--- config.mk ---
export PLATFORM = sky130hd
export DESIGN_NAME = touch_report_and_key_setup
export DESIGN_NICKNAME = d
export VERILOG_FILES = /design/src/setup_store.v /design/src/touch_report_and_key_setup.v
export VERILOG_INCLUDE_DIRS = /design/src /design/src/src
export SDC_FILE = /design/constraint.sdc
export NUM_CORES = 2
export LEC_CHECK = 0
export BUFFER_PORTS_ARGS = -buffer_cell sky130_fd_sc_hd__buf_2
export CAP_MARGIN = 5
export CORE_MARGIN = 3
export CORE_UTILIZATION = 35
export DETAILED_ROUTE_END_ITERATION = 8
export SYNTH_ARGS = -nofsm -noshare
export SYNTH_HDL_FRONTEND = slang
export SYNTH_SLANG_ARGS = --single-unit
export TNS_END_PERCENT = 10
--- constraint.sdc ---
create_clock -name clk_i -period 6.1 [get_ports clk_i]
set_input_delay 1.22 -clock clk_i [delete_from_list [all_inputs] [get_ports clk_i]]
set_output_delay 1.22 -clock clk_i [all_outputs]
set_load 0.01 [all_outputs]
--- src/touch_setup_regs.vh ---
/*
 * command codes, setting limits, storage map and timing constants of the
 * touch report and key setup block.
 * assumes: included by bare name from the design files of this block only.
 */
`ifndef TOUCH_SETUP_REGS_VH
`define TOUCH_SETUP_REGS_VH

// ************************************************************
// command codes
// ************************************************************
`define CMD_NEG_THR       8'h01
`define CMD_POS_THR       8'h02
`define CMD_NEG_HYST      8'h03
`define CMD_POS_HYST      8'h04
`define CMD_DWELL         8'h05
`define CMD_BURST_LEN     8'h06
`define CMD_BURST_SPACE   8'h07
`define CMD_TOUCH_REPORT  8'h4b
`define REPLY_NONE        8'h00

// ************************************************************
// scope codes
// ************************************************************
`define SCOPE_KEY         2'h0
`define SCOPE_ROW         2'h1
`define SCOPE_COL         2'h2
`define SCOPE_ALL         2'h3

// ************************************************************
// setting limits and fixed values
// ************************************************************
`define THR_MIN           8'h04
`define THR_MAX           8'h40
`define BLEN_MAX          8'h40
`define HYST_MAX          8'h03
`define SPACE_MAX         8'h05
`define DWELL_FIXED       8'h01
`define HYST_DEFAULT      2'h1
`define SPACE_DEFAULT     3'h3

// ************************************************************
// storage map: {table select, key}
// ************************************************************
`define SEL_NEG_THR       2'h0
`define SEL_POS_THR       2'h1
`define SEL_BURST_LEN     2'h2
`define SEL_GLOBAL        2'h3
`define GADDR_NEG_HYST    6'h00
`define GADDR_POS_HYST    6'h01
`define GADDR_SPACE       6'h02
`define GADDR_LAST        6'h03

// ************************************************************
// report and timing
// ************************************************************
`define REPORT_LAST_IDX   4'h8
`define KEYS_LAST         6'h3f
`define LINE_LAST         6'h07
`define CLK_MHZ           20
`define NV_WRITE_US       10000
`define SPACE0_US         16'd250
`define SPACE1_US         16'd300
`define SPACE2_US         16'd400
`define SPACE3_US         16'd500
`define SPACE4_US         16'd1000
`define SPACE5_US         16'd2000

`endif

--- src/setup_store.v ---
/*
 * setup storage: one write port and two read ports with registered data.
 * stands in for the nonvolatile array, so it has no reset; contents start
 * blank (zero) once and are never cleared by the block reset.
 * assumes: single clock, writer avoids reading a word in its write cycle.
 */
`timescale 1ns/10ps
`default_nettype none

module setup_store #(
    parameter AW = 8,
    parameter DW = 8
) (
    // clock
    input  wire          clk_i,
    // write port
    input  wire          we_i,
    input  wire [AW-1:0] waddr_i,
    input  wire [DW-1:0] wdata_i,
    // read ports
    input  wire [AW-1:0] ra_addr_i,
    output reg  [DW-1:0] ra_data_o,
    input  wire [AW-1:0] rb_addr_i,
    output reg  [DW-1:0] rb_data_o
);

    reg [DW-1:0] mem [0:(1<<AW)-1];
    integer      i;

    // blank part: model of an erased array at power-up
    initial
    begin
        for (i = 0; i < (1<<AW); i = i + 1)
            mem[i] = {DW{1'b0}};
    end

    always @(posedge clk_i)
    begin
        if (we_i)
            mem[waddr_i] <= wdata_i;
        ra_data_o <= mem[ra_addr_i];
        rb_data_o <= mem[rb_addr_i];
    end

endmodule // setup_store

`default_nettype wire

--- src/touch_report_and_key_setup.v ---
/*
 * command interpreter for the touch report and the first setup commands of a
 * 64-key matrix sensor, with a serial slave port and the burst slot scanner.
 * assumes: serial pins are asynchronous (mode 0, msb first, sck well below
 * clk_i/4); touch_i and delta_i come from acquisition logic on clk_i.
 */
// What this block does
// - touch report returns one byte for key, row, column scope, eight for all
// - single-key scope reports the key state in bit 0 only
// - row reply carries Y7..Y0 of that row, column reply X7..X0
// - all-keys byte n carries Y line n-1, bit k is X line k, byte 1 first
// - a touched key reads one, an untouched key zero
// - setups live in nonvolatile storage; changes never stop key sensing
// - setup writes take much longer than other commands; host waits
// - a setup write acts right after the command echo
// - negative threshold 0x01 stores for scoped keys, range 0x04..0x40
// - key detects when delta reaches negative threshold
// - positive threshold 0x02 stores scoped value from the sixteen-value set
// - settings outside the valid list round down before storing; thresholds below 0x04 rise to 0x04
// - negative hysteresis 0x03 all keys, 0..3 map to 50,25,12.5,0 percent
// - hysteresis level sits between threshold and reference, near threshold
// - global settings move a single byte for put and get
// - positive hysteresis 0x04 same as negative, for positive detections
// - dwell 0x05 accepted, stays one cycle, read gives 0x01
// - burst length 0x06 stored per scoped key, range 0x00..0x40
// - burst length zero disables the key, flags error, keeps its slot
// - burst spacing 0x07 applies to all keys, range 0x00..0x05
// - spacing 0..5 give 250,300,400,500,1000,2000 us; larger clamps to 2000
// - one full scan is spacing times sixty-four
`timescale 1ns/10ps
`default_nettype none
`include "touch_setup_regs.vh"

module touch_report_and_key_setup #(
    parameter NV_WRITE_CYCLES = `NV_WRITE_US * `CLK_MHZ
) (
    // clock and reset
    input  wire        clk_i,
    input  wire        rstn_i,
    // serial port pins
    input  wire        sck_i,
    input  wire        ss_n_i,
    input  wire        mosi_i,
    output reg         miso_o,
    // control
    input  wire        get_mode_i,
    input  wire [1:0]  scope_i,
    input  wire [5:0]  scope_idx_i,
    output reg         busy_o,
    // acquisition side
    input  wire [63:0] touch_i,
    input  wire [7:0]  delta_i,
    output reg         burst_start_o,
    output reg  [5:0]  burst_key_o,
    output reg  [7:0]  burst_len_o,
    output reg         key_error_o,
    output reg         detect_o,
    output reg         scan_done_o,
    output reg  [1:0]  neg_hyst_o,
    output reg  [1:0]  pos_hyst_o
);

    localparam ST_LOAD = 3'h0;
    localparam ST_IDLE = 3'h1;
    localparam ST_ARG  = 3'h2;
    localparam ST_GET1 = 3'h3;
    localparam ST_GET2 = 3'h4;
    localparam ST_REP  = 3'h5;
    localparam ST_WR   = 3'h6;

    // ************************************************************
    // functions
    // ************************************************************
    function [5:0] scope_key;
        input [1:0] sc;
        input [5:0] idx;
        input [5:0] n;
        begin
            case (sc)
                `SCOPE_ROW: scope_key = {n[2:0], idx[2:0]};
                `SCOPE_COL: scope_key = {idx[2:0], n[2:0]};
                `SCOPE_ALL: scope_key = n;
                default:    scope_key = idx;
            endcase
        end
    endfunction

    function [7:0] report_byte;
        input [1:0]  sc;
        input [5:0]  idx;
        input [2:0]  n;
        input [63:0] t;
        integer      k;
        begin
            report_byte = 8'h00;
            for (k = 0; k < 8; k = k + 1)
            begin
                case (sc)
                    `SCOPE_KEY: report_byte[k] = (k == 0) ? t[idx] : 1'b0;
                    `SCOPE_ROW: report_byte[k] = t[{k[2:0], idx[2:0]}];
                    `SCOPE_COL: report_byte[k] = t[{idx[2:0], k[2:0]}];
                    default:    report_byte[k] = t[{n, k[2:0]}];
                endcase
            end
        end
    endfunction

    function [7:0] clamp;
        input [7:0] v;
        input [7:0] lo;
        input [7:0] hi;
        begin
            clamp = (v > hi) ? hi : ((v < lo) ? lo : v);
        end
    endfunction

    // round down onto the positive threshold set; below the set gives its floor
    function [7:0] pos_round;
        input [7:0] v;
        begin
            if      (v >= 8'd64) pos_round = 8'd64;
            else if (v >= 8'd55) pos_round = 8'd55;
            else if (v >= 8'd45) pos_round = 8'd45;
            else if (v >= 8'd35) pos_round = 8'd35;
            else if (v >= 8'd30) pos_round = 8'd30;
            else if (v >= 8'd25) pos_round = 8'd25;
            else if (v >= 8'd20) pos_round = 8'd20;
            else if (v >= 8'd17) pos_round = 8'd17;
            else if (v >= 8'd15) pos_round = 8'd15;
            else if (v >= 8'd12) pos_round = 8'd12;
            else if (v >= 8'd10) pos_round = 8'd10;
            else if (v >= 8'd8)  pos_round = 8'd8;
            else if (v >= 8'd4)  pos_round = v;
            else                 pos_round = `THR_MIN;
        end
    endfunction

    function [15:0] space_cycles;
        input [2:0] s;
        reg   [31:0] c;
        begin
            case (s)
                3'h0:    c = `SPACE0_US * `CLK_MHZ;
                3'h1:    c = `SPACE1_US * `CLK_MHZ;
                3'h2:    c = `SPACE2_US * `CLK_MHZ;
                3'h3:    c = `SPACE3_US * `CLK_MHZ;
                3'h4:    c = `SPACE4_US * `CLK_MHZ;
                default: c = `SPACE5_US * `CLK_MHZ;
            endcase
            space_cycles = c[15:0];
        end
    endfunction

    // ************************************************************
    // serial pin synchronisers and byte framing
    // ************************************************************
    reg [2:0] sck_q;
    reg [1:0] ss_q;
    reg [1:0] mosi_q;
    reg       ss_prev_q;
    reg [2:0] bit_q;
    reg [6:0] rx_sh_q;
    reg [7:0] tx_sh_q;
    reg [7:0] tx_next_q;
    wire      sck_rise = sck_q[1] & ~sck_q[2];
    wire      sck_fall = ~sck_q[1] & sck_q[2];
    wire      sel      = ~ss_q[1];
    wire      rx_stb   = sel & sck_rise & (bit_q == 3'h7);
    wire [7:0] rx_byte = {rx_sh_q, mosi_q[1]};

    always @(posedge clk_i)
    begin
        sck_q  <= {sck_q[1:0], sck_i};
        ss_q   <= {ss_q[0], ss_n_i};
        mosi_q <= {mosi_q[0], mosi_i};
        if (!rstn_i)
        begin
            ss_prev_q <= 1'b1;
            bit_q     <= 3'h0;
            rx_sh_q   <= 7'h00;
            tx_sh_q   <= 8'h00;
            miso_o    <= 1'b0;
        end
        else
        begin
            ss_prev_q <= ss_q[1];
            if (!sel)
                bit_q <= 3'h0;
            else if (sck_rise)
            begin
                bit_q   <= bit_q + 3'h1;
                rx_sh_q <= rx_byte[6:0];
            end
            // a new byte is loaded at select and after every eighth bit
            if (sel && (ss_prev_q || (sck_fall && bit_q == 3'h0)))
                tx_sh_q <= tx_next_q;
            else if (sel && sck_fall)
                tx_sh_q <= {tx_sh_q[6:0], 1'b0};
            miso_o <= tx_sh_q[7];
        end
    end

    // ************************************************************
    // command interpreter
    // ************************************************************
    reg [2:0]  state_q;
    reg [7:0]  cmd_q;
    reg [7:0]  arg_q;
    reg [1:0]  scope_q;
    reg [5:0]  idx_q;
    reg [3:0]  rep_q;
    reg [5:0]  cnt_q;
    reg        wr_done_q;
    reg [31:0] nv_q;
    reg [2:0]  space_q;
    reg [5:0]  slot_q;
    reg [1:0]  ph_q;
    reg [15:0] spc_q;
    wire [7:0] ra_data;
    wire [7:0] rb_data;

    wire       per_key = (cmd_q == `CMD_NEG_THR) || (cmd_q == `CMD_POS_THR) || (cmd_q == `CMD_BURST_LEN);
    wire [1:0] tsel    = (cmd_q == `CMD_NEG_THR) ? `SEL_NEG_THR :
                         (cmd_q == `CMD_POS_THR) ? `SEL_POS_THR :
                         (cmd_q == `CMD_BURST_LEN) ? `SEL_BURST_LEN : `SEL_GLOBAL;
    wire [5:0] gaddr   = (cmd_q == `CMD_NEG_HYST) ? `GADDR_NEG_HYST :
                         (cmd_q == `CMD_POS_HYST) ? `GADDR_POS_HYST : `GADDR_SPACE;
    wire [5:0] last_n  = (scope_q == `SCOPE_ALL) ? `KEYS_LAST :
                         (scope_q == `SCOPE_KEY) ? 6'h00 : `LINE_LAST;
    wire [7:0] ra_addr = (state_q == ST_LOAD) ? {`SEL_GLOBAL, cnt_q} :
                         per_key ? {tsel, scope_key(scope_q, idx_q, 6'h00)} : {`SEL_GLOBAL, gaddr};
    wire       we      = (state_q == ST_WR) && !wr_done_q && (cmd_q != `CMD_DWELL);
    wire [7:0] waddr   = per_key ? {tsel, scope_key(scope_q, idx_q, cnt_q)} : {`SEL_GLOBAL, gaddr};
    wire       setup   = (rx_byte >= `CMD_NEG_THR) && (rx_byte <= `CMD_BURST_SPACE);
    wire       nv_end  = (nv_q >= NV_WRITE_CYCLES - 1);
    wire [7:0] load_v  = clamp(ra_data, 8'h00, (cnt_q == `GADDR_LAST) ? `SPACE_MAX : `HYST_MAX);

    always @(posedge clk_i)
    begin
        if (!rstn_i)
        begin
            state_q    <= ST_LOAD;
            cmd_q      <= `REPLY_NONE;
            arg_q      <= 8'h00;
            scope_q    <= `SCOPE_ALL;
            idx_q      <= 6'h00;
            rep_q      <= 4'h0;
            cnt_q      <= 6'h00;
            wr_done_q  <= 1'b0;
            nv_q       <= 32'h0;
            tx_next_q  <= `REPLY_NONE;
            busy_o     <= 1'b1;
            neg_hyst_o <= `HYST_DEFAULT;
            pos_hyst_o <= `HYST_DEFAULT;
            space_q    <= `SPACE_DEFAULT;
        end
        else
        begin
            case (state_q)
                ST_LOAD:
                begin
                    // globals come back from storage after every reset
                    cnt_q <= cnt_q + 6'h01;
                    if (cnt_q == 6'h01)
                        neg_hyst_o <= load_v[1:0];
                    if (cnt_q == 6'h02)
                        pos_hyst_o <= load_v[1:0];
                    if (cnt_q == `GADDR_LAST)
                    begin
                        space_q <= load_v[2:0];
                        state_q <= ST_IDLE;
                        busy_o  <= 1'b0;
                    end
                end
                ST_IDLE:
                begin
                    if (rx_stb)
                    begin
                        cmd_q   <= rx_byte;
                        scope_q <= scope_i;
                        idx_q   <= scope_idx_i;
                        if (rx_byte == `CMD_TOUCH_REPORT)
                        begin
                            tx_next_q <= report_byte(scope_i, scope_idx_i, 3'h0, touch_i);
                            rep_q     <= (scope_i == `SCOPE_ALL) ? 4'h1 : `REPORT_LAST_IDX;
                            state_q   <= ST_REP;
                        end
                        else if (setup && get_mode_i)
                            state_q <= ST_GET1;
                        else if (setup)
                        begin
                            tx_next_q <= rx_byte;
                            state_q   <= ST_ARG;
                        end
                        else
                            tx_next_q <= `REPLY_NONE;
                    end
                end
                ST_ARG:
                begin
                    if (rx_stb)
                    begin
                        case (cmd_q)
                            `CMD_NEG_THR:     arg_q <= clamp(rx_byte, `THR_MIN, `THR_MAX);
                            `CMD_POS_THR:     arg_q <= pos_round(rx_byte);
                            `CMD_BURST_LEN:   arg_q <= clamp(rx_byte, 8'h00, `BLEN_MAX);
                            `CMD_BURST_SPACE: arg_q <= clamp(rx_byte, 8'h00, `SPACE_MAX);
                            `CMD_DWELL:       arg_q <= `DWELL_FIXED;
                            default:          arg_q <= clamp(rx_byte, 8'h00, `HYST_MAX);
                        endcase
                        tx_next_q <= `REPLY_NONE;
                        cnt_q     <= 6'h00;
                        wr_done_q <= 1'b0;
                        nv_q      <= 32'h0;
                        busy_o    <= 1'b1;
                        state_q   <= ST_WR;
                    end
                end
                ST_GET1:
                    state_q <= ST_GET2;
                ST_GET2:
                begin
                    case (cmd_q)
                        `CMD_DWELL:       tx_next_q <= `DWELL_FIXED;
                        `CMD_NEG_HYST:    tx_next_q <= {6'h00, neg_hyst_o};
                        `CMD_POS_HYST:    tx_next_q <= {6'h00, pos_hyst_o};
                        `CMD_BURST_SPACE: tx_next_q <= {5'h00, space_q};
                        default:          tx_next_q <= ra_data;
                    endcase
                    rep_q   <= `REPORT_LAST_IDX;
                    state_q <= ST_REP;
                end
                ST_REP:
                begin
                    // the byte that clocks out the last reply is a dummy, not a command
                    if (rx_stb && rep_q == `REPORT_LAST_IDX)
                    begin
                        tx_next_q <= `REPLY_NONE;
                        state_q   <= ST_IDLE;
                    end
                    else if (rx_stb)
                    begin
                        tx_next_q <= report_byte(scope_q, idx_q, rep_q[2:0], touch_i);
                        rep_q     <= rep_q + 4'h1;
                    end
                end
                ST_WR:
                begin
                    // values act from the first cycle; the scanner never pauses
                    nv_q <= nv_q + 32'h1;
                    if (!wr_done_q)
                    begin
                        cnt_q <= cnt_q + 6'h01;
                        if (!per_key || cnt_q == last_n)
                            wr_done_q <= 1'b1;
                        if (cmd_q == `CMD_NEG_HYST)
                            neg_hyst_o <= arg_q[1:0];
                        if (cmd_q == `CMD_POS_HYST)
                            pos_hyst_o <= arg_q[1:0];
                        if (cmd_q == `CMD_BURST_SPACE)
                            space_q <= arg_q[2:0];
                    end
                    // bytes arriving now are dropped until storage is done
                    if (wr_done_q && nv_end)
                    begin
                        busy_o  <= 1'b0;
                        state_q <= ST_IDLE;
                    end
                end
                default:
                    state_q <= ST_IDLE;
            endcase
        end
    end

    setup_store #(
        .AW (8),
        .DW (8)
    ) u_store (
        .clk_i     (clk_i),
        .we_i      (we),
        .waddr_i   (waddr),
        .wdata_i   (arg_q),
        .ra_addr_i (ra_addr),
        .ra_data_o (ra_data),
        .rb_addr_i ({(ph_q == 2'h2) ? `SEL_NEG_THR : `SEL_BURST_LEN, slot_q}),
        .rb_data_o (rb_data)
    );

    // ************************************************************
    // burst slot scanner and detection
    // ************************************************************
    wire [7:0] rel_lvl = (neg_hyst_o == 2'h3) ? rb_data : rb_data - (rb_data >> ({1'b0, neg_hyst_o} + 3'h1));

    always @(posedge clk_i)
    begin
        if (!rstn_i)
        begin
            spc_q         <= 16'h0000;
            slot_q        <= `KEYS_LAST;
            ph_q          <= 2'h0;
            burst_start_o <= 1'b0;
            burst_key_o   <= 6'h00;
            burst_len_o   <= 8'h00;
            key_error_o   <= 1'b0;
            detect_o      <= 1'b0;
            scan_done_o   <= 1'b0;
        end
        else
        begin
            burst_start_o <= 1'b0;
            scan_done_o   <= 1'b0;
            detect_o      <= 1'b0;
            // a slot passes for every key, enabled or not, so scan time is fixed
            if (spc_q >= space_cycles(space_q) - 16'h1)
            begin
                spc_q       <= 16'h0000;
                slot_q      <= slot_q + 6'h01;
                scan_done_o <= (slot_q == `KEYS_LAST);
                ph_q        <= 2'h1;
            end
            else
                spc_q <= spc_q + 16'h1;
            if (ph_q == 2'h1)
                ph_q <= 2'h2;
            if (ph_q == 2'h2)
            begin
                burst_start_o <= 1'b1;
                burst_key_o   <= slot_q;
                burst_len_o   <= rb_data;
                key_error_o   <= (rb_data == 8'h00);
                ph_q          <= 2'h3;
            end
            if (ph_q == 2'h3)
            begin
                // release level lies between threshold and reference
                detect_o <= !key_error_o &&
                            (touch_i[burst_key_o] ? (delta_i >= rel_lvl) : (delta_i >= rb_data));
                ph_q     <= 2'h0;
            end
        end
    end

endmodule // touch_report_and_key_setup

`default_nettype wire

==> impl_metrics.ini <==
[run_status]
run_status = finished, violations left
violations = slew limit

[pwr]
power_mw = 46.2
irDropWorstVdd_mv = 0.370
leakagePower_nw = 42.3
power_density_nw_per_um2 = 388

[clock_network]
numCtsBuffers = 236
cts_setup_buffers = 0
ctsRootBufferMaster = clkbuf_16
cts_max_path_buffers = 4
cts_sinks = 2219
clk_latency_ns = 0.93
htree_levels = 4
cts_hold_buffers = 0
cts_resized = 0
cts_tree = built
path_clk_slew_ns = 0.07

[yosys]
seq_area_frac_synth = 0.629
synth_area_um2 = 103000
syn_avg_cell_area_um2 = 13.0
synth-edff-count = 2048
async_reset_ff_frac = 0
ys_seq_elements = 2219
ys_types = 95
yosysWarnings = 0
synthFlopType = edfxtp_1
syn_inst = 7951

[cells_and_area]
multiInputGateArea_um2 = 37300
layout-drive-gt1-share = 0.161
fin_util = 0.407
instances_no_fill = 12652
nFillCells = 27185
layout.nets = 8681
regArea_um2 = 65000
stdcell_area_um2 = 119000
area_delta_synth_final_pct = 15.2

[setup_path]
reg2reg_depth = 12
cp-end-kind = register
rrSetupSlack_ns = 0.53
worstReg2RegStart = state_q[0]
required_ns = 6.91
criticalPathCategory = reg -> reg
crit_arrival_ns = 6.38
cp-start-kind = register
cp_max_fo = 127
r2r-end = u_store.ra_data_o[0]

[grt]
grt_util_met1 = 0.311
grt_first_pass_wirelength_um = 514000
grt_max_degree = 258
use_met3 = 0.0690
grt_overflow = 0
grt_pass1_vias = 70249
busiest_layer = met2
grt_util_met2 = 0.346
grt_usage = 0.232
antenna_found_initial = 20

[sta]
post-route-period-util = 0.913
relSlewSlack = -0.0299
final-hold-violation-count = 0
final_max_slew_viol_count = 57
fin_worst_skew_ns = 0.109
finalSetupViolCount = 0
holdWs_ns = 0.336
fin_tns_setup_ns = 0
fmax_mhz = 180
worstMarginPinSlew_ns = 1.54
fin_crit_ns = 5.57
rsz0062_at_grt = false
layout_setup_ws_ns = 0.530

[placement]
gp_congestion = 0.965
dp_cells = 12198
dp.final_hpwl_um = 229000
preCtsSetupSlack_ns = 0.823
portBuffers = 109
placed_area_um2 = 111000

[die]
rows = 198
die_height_um = 549
core_um2 = 292000
io_pins = 110
initial_core_util = 0.353
die_area_um2 = 301000
die_x_um = 549

[min_path]
hold_path.class = reg -> reg
min_from = ss_q[0]
hold_path_depth = 0
min_to = ss_q[1]

[detailed_routing]
vias = 74438
routed_wl_um = 360000
drtPass1Iterations = 7
viasPerCell = 5.88
wire_per_inst_um = 28.5
first_iter_violations = 11854
antenna_left = 0
drc = 0

[flow_run]
max_cap_violations = 0
state kept, by name, indices dropped and copies added, names as in the netlist, 4 cells and up:
| name | flops |
|---|---|
| tx_next_q | 8 |
| u_store.mem | 2048 |
| arg_q | 8 |
| burst_key_o | 6 |
| cnt_q | 6 |
| u_store.rb_data_o | 8 |
| spc_q | 16 |
| slot_q | 6 |
| rep_q | 4 |
| burst_len_o | 8 |
| nv_q | 32 |
| cmd_q | 8 |
| u_store.ra_data_o | 8 |
| idx_q | 6 |
| tx_sh_q | 8 |
| rx_sh_q | 7 |
logic make-up after synthesis:
kind of cell / after synthesis / share of synthesized area
AND/OR/NAND/NOR: 3326 / 0.142
flip-flops: 2219 / 0.629
AO/OA/AOI/OAI: 935 / 0.0630
multiplexers: 724 / 0.127
buffers and inverters: 657 / 0.0293
adder cells (fa/ha/maj): 58 / 0.00710
XOR/XNOR: 31 / 0.00263
other: 1 / 0.0000363
area by class of cell:
| class | count | share of cell area |
|---|---|---|
| Timing Repair Buffer | 469 | 0.0330 |
| Antenna cell | 22 | 0.000463 |
| Sequential cell | 2219 | 0.546 |
| Multi-Input combinational cell | 5562 | 0.314 |
| Inverter | 49 | 0.00155 |
| Tap cell | 3900 | 0.0410 |
| Clock buffer | 281 | 0.0518 |
| Clock inverter | 150 | 0.0122 |
placed cells by master (no fill, tap or decap), drive strengths merged, types with 100 or more instances in the layout:
cell / instances
nand3: 824
nand2: 1683
clkinv: 108
dfxtp: 171
mux4: 467
and3: 152
o21ai: 122
a21oi: 186
mux2i: 230
nor2: 402
a211oi: 100
edfxtp: 2048
clkbuf: 281
buf: 469
a31oi: 118
conb: 488
worst max-delay path, stage by stage, from the launching register on:
cell and delay, ns:
dfxtp_1 0.51, nor3_4 0.55, buf_4 0.34, nor3_4 0.09, a21oi_4 0.90, buf_12 0.61
mux2i_1 0.36, a211oi_1 0.13, a211oi_1 0.21, o21ai_0 0.16, nor4_1 1.10, a211oi_1 0.11
and3_1 0.24
worst max-delay path by stage:
| stage | start | end | depth (start not counted) |
|---|---|---|---|
| 2_1_floorplan | arg_q[0] | u_store.mem[0][0] | 0 |
| 3_3_place_gp | state_q[0] | u_store.ra_data_o[0] | 12 |
| 3_5_place_dp | state_q[0] | u_store.ra_data_o[0] | 12 |
| 4_1_cts | state_q[0] | u_store.ra_data_o[0] | 12 |
| 5_1_grt | state_q[0] | u_store.ra_data_o[0] | 12 |
| 6_report | state_q[0] | u_store.ra_data_o[0] | 12 |
cell usage after synthesis (119+ instances only):
cell         n  area, um2
nand2_1   1682       6310
o21ai_0    119        596
nand3_1    823       4120
nor2_1     400       1500
edfxtp_1  2048      61500
a21oi_1    184        921
dfxtp_1    171       3420
buf_2      213       1070
mux4_2     467      10500
mux2i_1    230       2300
clkbuf_1   265        995
and3_1     152        951
routing by layer:
layer / wire length [um] / vias up
met5: 34 / -
met4: 18400 / 6
met3: 46100 / 883
met2: 158000 / 4940
met1: 138000 / 37491
li1: - / 31118
power breakdown:
group	switching, mW	internal (mW)	leakage [nW]
Sequential	0.277	16.6	20.8
Combinational	10.4	4.48	17.8
Clock	6.23	8.14	3.74
Total	17.0	29.2	42.3
No activity file was read; power rests on OpenSTA's default activity.
